`config.mk`:
```
export PLATFORM = sky130hd
export DESIGN_NAME = ffa_top
export DESIGN_NICKNAME = d
export VERILOG_FILES = /design/src/rtl/ffa_top.v
export VERILOG_INCLUDE_DIRS = /design/src /design/src/include
export SDC_FILE = /design/constraint.sdc
export NUM_CORES = 2
export LEC_CHECK = 0
export ABC_CLOCK_PERIOD_IN_PS = 14500
export CORE_ASPECT_RATIO = 0.7
export CORE_MARGIN = 4
export CORE_UTILIZATION = 58
export DETAILED_ROUTE_END_ITERATION = 7
export DONT_BUFFER_PORTS = 1
export GPL_ROUTABILITY_DRIVEN = 0
export PLACE_DENSITY_LB_ADDON = 0.08
export SLEW_MARGIN = 10
export SYNTH_ARGS = -nofsm -noshare
export SYNTH_HDL_FRONTEND = slang
export SYNTH_SLANG_ARGS = --single-unit
```
`constraint.sdc`:
```
create_clock -name core_clk -period 14.5 [get_ports core_clk]
set_input_delay 2.9 -clock core_clk [delete_from_list [all_inputs] [get_ports core_clk]]
set_output_delay 2.9 -clock core_clk [all_outputs]
set_load 0.005 [all_outputs]
```
`src/include/ffa_defines.vh`:
```
// Register map, field positions, reset values and widths of the flash fetch accelerator
`ifndef FFA_DEFINES_VH
`define FFA_DEFINES_VH
`define FFA_ADDR_MODE     32'hE01FC000
`define FFA_ADDR_TIMING   32'hE01FC004
`define FFA_ADDR_STATUS   32'hE01FC008
`define FFA_MODE_MSB      1
`define FFA_MODE_LSB      0
`define FFA_TIM_MSB       2
`define FFA_TIM_LSB       0
`define FFA_MODE_RST      2'h0
`define FFA_TIM_RST       3'h7
`define FFA_MODE_OFF      2'h0
`define FFA_MODE_PART     2'h1
`define FFA_MODE_FULL     2'h2
`define FFA_TIM_ONE       3'h1
`define FFA_LINE_W        128
`define FFA_LINE_IDX_W    13
`define FFA_TAG_W         12
`define FFA_ADDR_W        17
`endif

```
`src/rtl/ffa_top.v`:
```
// Flash fetch accelerator: latches, prefetch, fetch timing and Wishbone registers
`timescale 1ns/1ps
`default_nettype none
`include "ffa_defines.vh"
module ffa_top (
  input  wire         core_clk,
  input  wire         reset,
  input  wire         wb_cyc_i,
  input  wire         wb_stb_i,
  input  wire         wb_we_i,
  input  wire [31:0]  wb_adr_i,
  input  wire [3:0]   wb_sel_i,
  input  wire [31:0]  wb_dat_i,
  output reg  [31:0]  wb_dat_o,
  output reg          wb_ack_o,
  input  wire         cpu_req,
  input  wire         cpu_instr,
  input  wire         cpu_seq,
  input  wire [16:0]  cpu_addr,
  output reg  [31:0]  cpu_rdata,
  output reg          cpu_rvalid,
  output wire         cpu_clock_gate,
  input  wire         flash_busy,
  input  wire         flash_prog_start,
  output reg          flash_rd_en,
  output reg  [12:0]  flash_rd_line,
  input  wire [127:0] flash_rdata
);

  localparam [1:0] ST_IDLE  = 2'h0;
  localparam [1:0] ST_FETCH = 2'h1;
  localparam [1:0] ST_MIMIC = 2'h2;
  localparam [1:0] ST_PREF  = 2'h3;

  reg [1:0]                  mode_ff;
  reg [2:0]                  tim_ff;
  reg [1:0]                  state_ff;
  reg [2:0]                  cnt_ff;
  reg                        instr_ff;
  reg [1:0]                  word_ff;
  reg [31:0]                 hold_ff;
  reg                        pf_pend_ff;
  reg                        drop_ff;
  reg [12:0]                 pf_line_ff;
  reg [1:0]                  pb_v_ff;
  reg [1:0]                  bt_v_ff;
  reg [`FFA_TAG_W-1:0]       pb_tag_ff [0:1];
  reg [`FFA_TAG_W-1:0]       bt_tag_ff [0:1];
  reg [`FFA_LINE_W-1:0]      pb_data_ff [0:1];
  reg [`FFA_LINE_W-1:0]      bt_data_ff [0:1];
  reg                        dl_v_ff;
  reg [`FFA_LINE_IDX_W-1:0]  dl_tag_ff;
  reg [`FFA_LINE_W-1:0]      dl_data_ff;

  wire [12:0]            req_line = cpu_addr[16:4];
  wire                   req_bank = req_line[0];
  wire [`FFA_TAG_W-1:0]  req_tag  = req_line[12:1];
  wire [1:0]             req_word = cpu_addr[3:2];
  wire                   fl_bank  = flash_rd_line[0];
  wire [`FFA_TAG_W-1:0]  fl_tag   = flash_rd_line[12:1];

  // Per bank comparison of the request against both code lines
  wire [1:0] pb_hit;
  wire [1:0] bt_hit;
  genvar b;
  generate
    for (b = 0; b < 2; b = b + 1) begin : gen_bank
      assign pb_hit[b] = pb_v_ff[b] && (pb_tag_ff[b] == req_tag);
      assign bt_hit[b] = bt_v_ff[b] && (bt_tag_ff[b] == req_tag);
    end
  endgenerate

  wire ihit_pb = pb_hit[req_bank];
  wire ihit_bt = bt_hit[req_bank];
  wire dhit    = dl_v_ff && (dl_tag_ff == req_line);
  wire latched = cpu_instr ? (ihit_pb | ihit_bt) : dhit;
  wire [`FFA_LINE_W-1:0] hit_line = !cpu_instr ? dl_data_ff :
                                    ihit_bt ? bt_data_ff[req_bank] : pb_data_ff[req_bank];

  // Reserved mode 11 behaves as off
  // mode decode
  wire mode_part = (mode_ff == `FFA_MODE_PART);
  wire mode_full = (mode_ff == `FFA_MODE_FULL);
  wire pf_en     = mode_part | mode_full;
  wire fast      = latched && (mode_full || (mode_part && cpu_instr && cpu_seq));

  // reserved zero runs as one clock
  wire [2:0] eff_tim = (tim_ff == 3'h0) ? `FFA_TIM_ONE : tim_ff;

  function [31:0] pick_word;
    input [127:0] line;
    input [1:0]   idx;
    begin
      case (idx)
        2'h0:    pick_word = line[31:0];
        2'h1:    pick_word = line[63:32];
        2'h2:    pick_word = line[95:64];
        default: pick_word = line[127:96];
      endcase
    end
  endfunction

  wire req_live = cpu_req && !cpu_rvalid;
  assign cpu_clock_gate = !req_live;

  // Wishbone decode
  // word-aligned register decode
  wire bus_req  = wb_cyc_i && wb_stb_i;
  wire sel_mode = (wb_adr_i == `FFA_ADDR_MODE);
  wire sel_tim  = (wb_adr_i == `FFA_ADDR_TIMING);
  wire sel_stat = (wb_adr_i == `FFA_ADDR_STATUS);
  wire wr_take  = bus_req && wb_we_i && wb_ack_o && wb_sel_i[0];
  wire wr_mode  = wr_take && sel_mode;
  wire wr_tim   = wr_take && sel_tim;
  wire mode_chg = wr_mode && (wb_dat_i[`FFA_MODE_MSB:`FFA_MODE_LSB] != mode_ff);
  wire inv      = flash_prog_start | mode_chg;

  reg [31:0] rd_mux;
  always @* begin
    rd_mux = 32'h00000000;
    if (sel_mode) begin
      rd_mux[`FFA_MODE_MSB:`FFA_MODE_LSB] = mode_ff;
    end else if (sel_tim) begin
      rd_mux[`FFA_TIM_MSB:`FFA_TIM_LSB] = tim_ff;
    end else if (sel_stat) begin
      rd_mux[1:0] = state_ff;
      rd_mux[2]   = pf_pend_ff;
      rd_mux[3]   = flash_busy;
      rd_mux[5:4] = bt_v_ff;
      rd_mux[7:6] = pb_v_ff;
      rd_mux[8]   = dl_v_ff;
    end
  end

  // Bus slave: answer one cycle after the request, write at the ack edge
  always @(posedge core_clk) begin
    if (reset) begin
      wb_ack_o <= 1'b0;
      wb_dat_o <= 32'h00000000;
      mode_ff  <= `FFA_MODE_RST;
      tim_ff   <= `FFA_TIM_RST;
    end else begin
      wb_ack_o <= bus_req && !wb_ack_o;
      if (bus_req && !wb_ack_o) begin
        wb_dat_o <= rd_mux;
      end
      if (wr_mode) begin
        mode_ff <= wb_dat_i[`FFA_MODE_MSB:`FFA_MODE_LSB];
      end
      if (wr_tim) begin
        tim_ff <= wb_dat_i[`FFA_TIM_MSB:`FFA_TIM_LSB];
      end
    end
  end

  // Access sequencer and latch storage
  always @(posedge core_clk) begin
    if (reset) begin
      state_ff      <= ST_IDLE;
      cnt_ff        <= 3'h0;
      instr_ff      <= 1'b0;
      word_ff       <= 2'h0;
      hold_ff       <= 32'h00000000;
      pf_pend_ff    <= 1'b0;
      pf_line_ff    <= 13'h0000;
      drop_ff       <= 1'b0;
      pb_v_ff       <= 2'h0;
      bt_v_ff       <= 2'h0;
      pb_tag_ff[0]  <= 12'h000;
      pb_tag_ff[1]  <= 12'h000;
      bt_tag_ff[0]  <= 12'h000;
      bt_tag_ff[1]  <= 12'h000;
      pb_data_ff[0] <= 128'h0;
      pb_data_ff[1] <= 128'h0;
      bt_data_ff[0] <= 128'h0;
      bt_data_ff[1] <= 128'h0;
      dl_v_ff       <= 1'b0;
      dl_tag_ff     <= 13'h0000;
      dl_data_ff    <= 128'h0;
      cpu_rdata     <= 32'h00000000;
      cpu_rvalid    <= 1'b0;
      flash_rd_en   <= 1'b0;
      flash_rd_line <= 13'h0000;
    end else begin
      cpu_rvalid <= 1'b0;
      case (state_ff)
        ST_IDLE: begin
          if (req_live && !flash_busy) begin
            if (fast) begin
              cpu_rdata  <= pick_word(hit_line, req_word);
              cpu_rvalid <= 1'b1;
            // mimic flash stall, skipped at one clock
            end else if (latched && (eff_tim != `FFA_TIM_ONE)) begin
              hold_ff  <= pick_word(hit_line, req_word);
              cnt_ff   <= eff_tim;
              state_ff <= ST_MIMIC;
            end else begin
              flash_rd_line <= req_line;
              instr_ff      <= cpu_instr;
              word_ff       <= req_word;
              cnt_ff        <= eff_tim;
              flash_rd_en   <= 1'b1;
              state_ff      <= ST_FETCH;
              drop_ff       <= 1'b0;
            end
          end else if (!req_live && pf_pend_ff && pf_en && !flash_busy) begin
            flash_rd_line <= pf_line_ff;
            cnt_ff        <= eff_tim;
            flash_rd_en   <= 1'b1;
            pf_pend_ff    <= 1'b0;
            state_ff      <= ST_PREF;
            drop_ff       <= 1'b0;
          end
        end
        ST_MIMIC: begin
          if (cnt_ff == 3'h1) begin
            cpu_rdata  <= hold_ff;
            cpu_rvalid <= 1'b1;
            state_ff   <= ST_IDLE;
          end else begin
            cnt_ff <= cnt_ff - 3'h1;
          end
        end
        ST_FETCH: begin
          // read cut by program or erase is retried
          if (flash_busy) begin
            flash_rd_en <= 1'b0;
            state_ff    <= ST_IDLE;
          end else if (cnt_ff == 3'h1) begin
            flash_rd_en <= 1'b0;
            cpu_rdata   <= pick_word(flash_rdata, word_ff);
            cpu_rvalid  <= 1'b1;
            state_ff    <= ST_IDLE;
            if (instr_ff) begin
              bt_data_ff[fl_bank] <= flash_rdata;
              bt_tag_ff[fl_bank]  <= fl_tag;
              bt_v_ff[fl_bank]    <= !drop_ff;
              if (pf_en) begin
                pf_pend_ff <= 1'b1;
                pf_line_ff <= flash_rd_line + 13'h0001;
              end
            end else begin
              dl_data_ff <= flash_rdata;
              dl_tag_ff  <= flash_rd_line;
              dl_v_ff    <= !drop_ff;
            end
          end else begin
            cnt_ff <= cnt_ff - 3'h1;
          end
        end
        ST_PREF: begin
          // prefetch cut by program or erase is dropped
          if (flash_busy) begin
            flash_rd_en <= 1'b0;
            state_ff    <= ST_IDLE;
          end else if (cnt_ff == 3'h1) begin
            flash_rd_en <= 1'b0;
            state_ff    <= ST_IDLE;
            pb_data_ff[fl_bank] <= flash_rdata;
            pb_tag_ff[fl_bank]  <= fl_tag;
            pb_v_ff[fl_bank]    <= !drop_ff;
          end else begin
            cnt_ff <= cnt_ff - 3'h1;
          end
        end
        default: begin
          state_ff    <= ST_IDLE;
          flash_rd_en <= 1'b0;
        end
      endcase
      if (inv) begin
        pb_v_ff    <= 2'h0;
        bt_v_ff    <= 2'h0;
        dl_v_ff    <= 1'b0;
        pf_pend_ff <= 1'b0;
        // A read in flight may carry old contents: its fill stays invalid
        drop_ff    <= 1'b1;
      end
    end
  end

endmodule // ffa_top
`default_nettype wire

```
==> impl_metrics.py <==
metrics = {
    "worst_setup_path": {
        "worstSetupStartpointType": "primary input",
        "cp_cell_sequence": "xor2_1 > nor4_2 > nand4_4 > buf_4 > buf_4 > buf_4 > a21oi_1 > a31oi_1 > o211ai_1 > o311ai_1 > a21oi_1",
        "cp_slowest_cell": "buf_4",
        "crit_family": "buffers and inverters",
        "end_kind": "register",
        "cp.arrival_ps": 6830,
        "crit_type": "primary input to register",
        "required_ps": 15010,
        "slowest_delay_ps": 960,
        "crit_buf_inv": 3,
        "crit_top_cell": "buf_4",
        "cp_max_fo": 72,
    },
    "timing": {
        "relSlewSlack_pct": 23.1,
        "tightest_slew_ps": 1150,
        "skew_ps": 22.7,
        "finalHoldViolCount": 0,
        "fin_ws_ps": 8180,
        "setup_viol": 0,
        "fin_crit_ps": 6320,
        "rsz0062_at_grt": "false",
        "fin_crit_sh_pct": 43.6,
        "drv_slew": 0,
        "fin_tns_setup_ps": 0,
        "max_freq_mhz": 158,
    },
    "clock_tree": {
        "clock-root-buffer": "clkbuf_16",
        "postCtsSetupBuffers": 0,
        "cts_made_buffers": 81,
        "clock_latency_ps": 640,
        "cts.sinks": 823,
        "htreeDepth": 3,
        "cts_buffer_depth": 3,
        "cts_tree": "done",
        "cts_resized": 0,
        "cts-hold-fix-buffers": 0,
        "clk_pin_slew_ps": 60,
    },
    "floorplanning": {
        "initial_core_util_pct": 58.6,
        "ioPinCount": 304,
        "die_width_um": 322,
        "fp.dieH_um": 228,
        "fp.coreArea_um2": 68300,
        "die-area_um2": 73300,
        "num_rows": 80,
    },
    "yosys": {
        "synth-xor-area-share_pct": 1.70,
        "synth-edff-count": 560,
        "synth.ff_latch_count": 823,
        "synth_top_family_by_area": "simple AND/OR/NAND/NOR gates",
        "syn_area_um2": 40000,
        "synth_seq_area_share_pct": 55.2,
        "avgSynthCellArea_um2": 10.5,
        "synth_compound_area_share_pct": 14.6,
        "synth_mux_area_share_pct": 5.22,
        "synthArstFlopShare_pct": 0,
        "synthCells": 3805,
        "ys_warn_count": 0,
        "yosys_most_used_dff": "edfxtp_1",
        "yosysUniqueCellTypes": 74,
        "synth_fa_ha_area_share_pct": 0.282,
        "synthSimpleGateAreaFrac_pct": 18.8,
    },
    "cells_and_area": {
        "final_common_cell": "and2_1",
        "synthToLayoutAreaGrowth_pct": 7.08,
        "diodes": 0,
        "final_cell_mix": "and2_1, edfxtp_1, nand2_1",
        "num-nets-final": 3840,
        "layout-drive-gt1-share_pct": 8.38,
    },
    "routing": {
        "postRouteAntennaNets": 0,
        "routedWlPerCell_um": 28.2,
        "num_vias": 30747,
        "drt_iter0_drc": 4209,
        "drt_wl_total_um": 129000,
        "route.detailed.vias_per_inst": 6.72,
        "drt-pass1-iter-count": 5,
        "drc": 0,
    },
    "global_route": {
        "grt_pass1_vias": 30087,
        "antenna_found_initial": 1,
        "grt_pass1_wl_um": 191000,
        "gr-total-overflow": 0,
        "grt_start_max_net_pins": 258,
        "grtUsageTotal_pct": 34.3,
    },
    "placed_design": {
        "portBuffers": 0,
        "dp_slack_ps": 7660,
        "dp_hpwl_um": 66300,
    },
    "run": {
        "cap_viol_max_count": 0,
    },
    "pwr": {
        "peakVddDrop_mv": 0.0847,
        "p_leak_nw": 14.6,
        "powerDensity_nw_per_um2": 116,
    },
    "run_status": {
        "outcome": "complete, no violations",
    },
    "min_path": {
        "min_path_type": "register to register",
    },
}
worst reg2reg max path: cells and delay by family (launching register included):
| family | cells | cell delay (ps) |
|---|---|---|
| adders and majority gates | 1 | 170 |
| buffers and inverters | 4 | 2380 |
| DFF | 1 | 360 |
| and+or+nand+nor | 3 | 1550 |
report_power, final:
| part | internal [mW] | switching, mW | leakage [nW] | total (mW) |
|---|---|---|---|---|
| clock | 1.21 | 0.918 | 1.28 | 2.13 |
| combinational | 0.0769 | 0.166 | 5.44 | 0.243 |
| sequential | 2.56 | 0.0302 | 7.90 | 2.59 |
layer usage:
metal  global-route usage (%)  routed length (µm)  vias up
li1                         -                   -    13279
met1                     48.1               50800    15127
met2                     53.3               58000     2012
met3                     8.16               16000      329
met4                     10.9                4010        0
met5                        0                   0        -
synth_stat cells (11+ instances only):
library cell	count	area [µm²]
and2_1	562	3520
edfxtp_1	560	16800
nand2_1	530	1990
a21oi_1	345	1730
dfxtp_1	263	5270
clkbuf_1	251	942
nand3_1	131	656
a31oi_1	126	788
mux2i_1	121	1210
o21ai_0	110	551
nor2_1	79	297
a21o_1	63	473
xor2_1	50	438
buf_2	45	225
nor3_1	42	210
buf_4	33	248
mux4_2	33	743
nand3b_1	32	240
o211ai_1	32	240
o31ai_1	32	240
o32ai_1	32	280
o311ai_1	31	272
o31a_1	31	272
a21oi_2	29	254
a311oi_1	22	193
a211oi_1	20	150
xnor2_1	20	175
buf_6	15	169
nor4_1	15	93.8
inv_1	12	45.0
mux2_2	12	135
buf_1	11	41.3
logic make-up after synthesis:
| logic type | count (synthesis) |
|---|---|
| compound gates | 911 |
| xor+xnor | 74 |
| fa+ha+maj | 9 |
| buf+inv | 369 |
| flops | 823 |
| mux | 166 |
| other cells | 1 |
| simple gates | 1452 |
registers in the layout, indices dropped and copies added (netlist names), 2 cells and up:
| register | flops |
|---|---|
| dl_tag_ff | 13 |
| hold_ff | 32 |
| state_ff | 2 |
| bt_v_ff | 2 |
| cpu_rdata | 32 |
| pf_line_ff | 13 |
| tim_ff | 3 |
| word_ff | 2 |
| cnt_ff | 3 |
| bt_tag_ff | 24 |
| flash_rd_line | 13 |
| mode_ff | 2 |
| pb_data_ff | 256 |
| dl_data_ff | 128 |
| bt_data_ff | 256 |
| wb_dat_o | 9 |
| pb_tag_ff | 24 |
| pb_v_ff | 2 |
cell type report:
cell class	count	area, µm²
Multi-Input combinational cell	2635	16500
Tap cell	902	1130
Timing Repair Buffer	54	430
Inverter	13	48.8
Clock buffer	123	2410
Sequential cell	823	22100
Clock inverter	27	220
Fill cell	5338	25400
worst paths after layout:
| path | slack, ps | start | endpoint | cells after the start |
|---|---|---|---|---|
| worst min register to register | 450 | hold_ff[23]$_SDFFE_PP0P_ | hold_ff[23]$_SDFFE_PP0P_ | 2 |
| worst min-delay path | 450 | hold_ff[23]$_SDFFE_PP0P_ | hold_ff[23]$_SDFFE_PP0P_ | 2 |
| worst max register to register | 9920 | state_ff[1]$_SDFFE_PP0P_ | bt_data_ff[1][63]$_SDFFCE_PN0P_ | 8 |
| worst max-delay path | 8180 | cpu_addr[6] | hold_ff[17]$_SDFFE_PP0P_ | 11 |
metrics by stage:
step	instances	total power, mW	area (µm²)	utilization, %	hold slack, ps
final	4577	4.96	42800	62.7	453
after global routing	4577	5.09	42800	62.7	468
after CTS	4577	4.97	42800	62.7	451
after detailed placement	4427	2.88	40200	58.9	442
after global placement	4427	2.87	40200	58.9	435
after floorplan	3827	2.84	40100	-	432
Power figures use the tool's default switching activity.
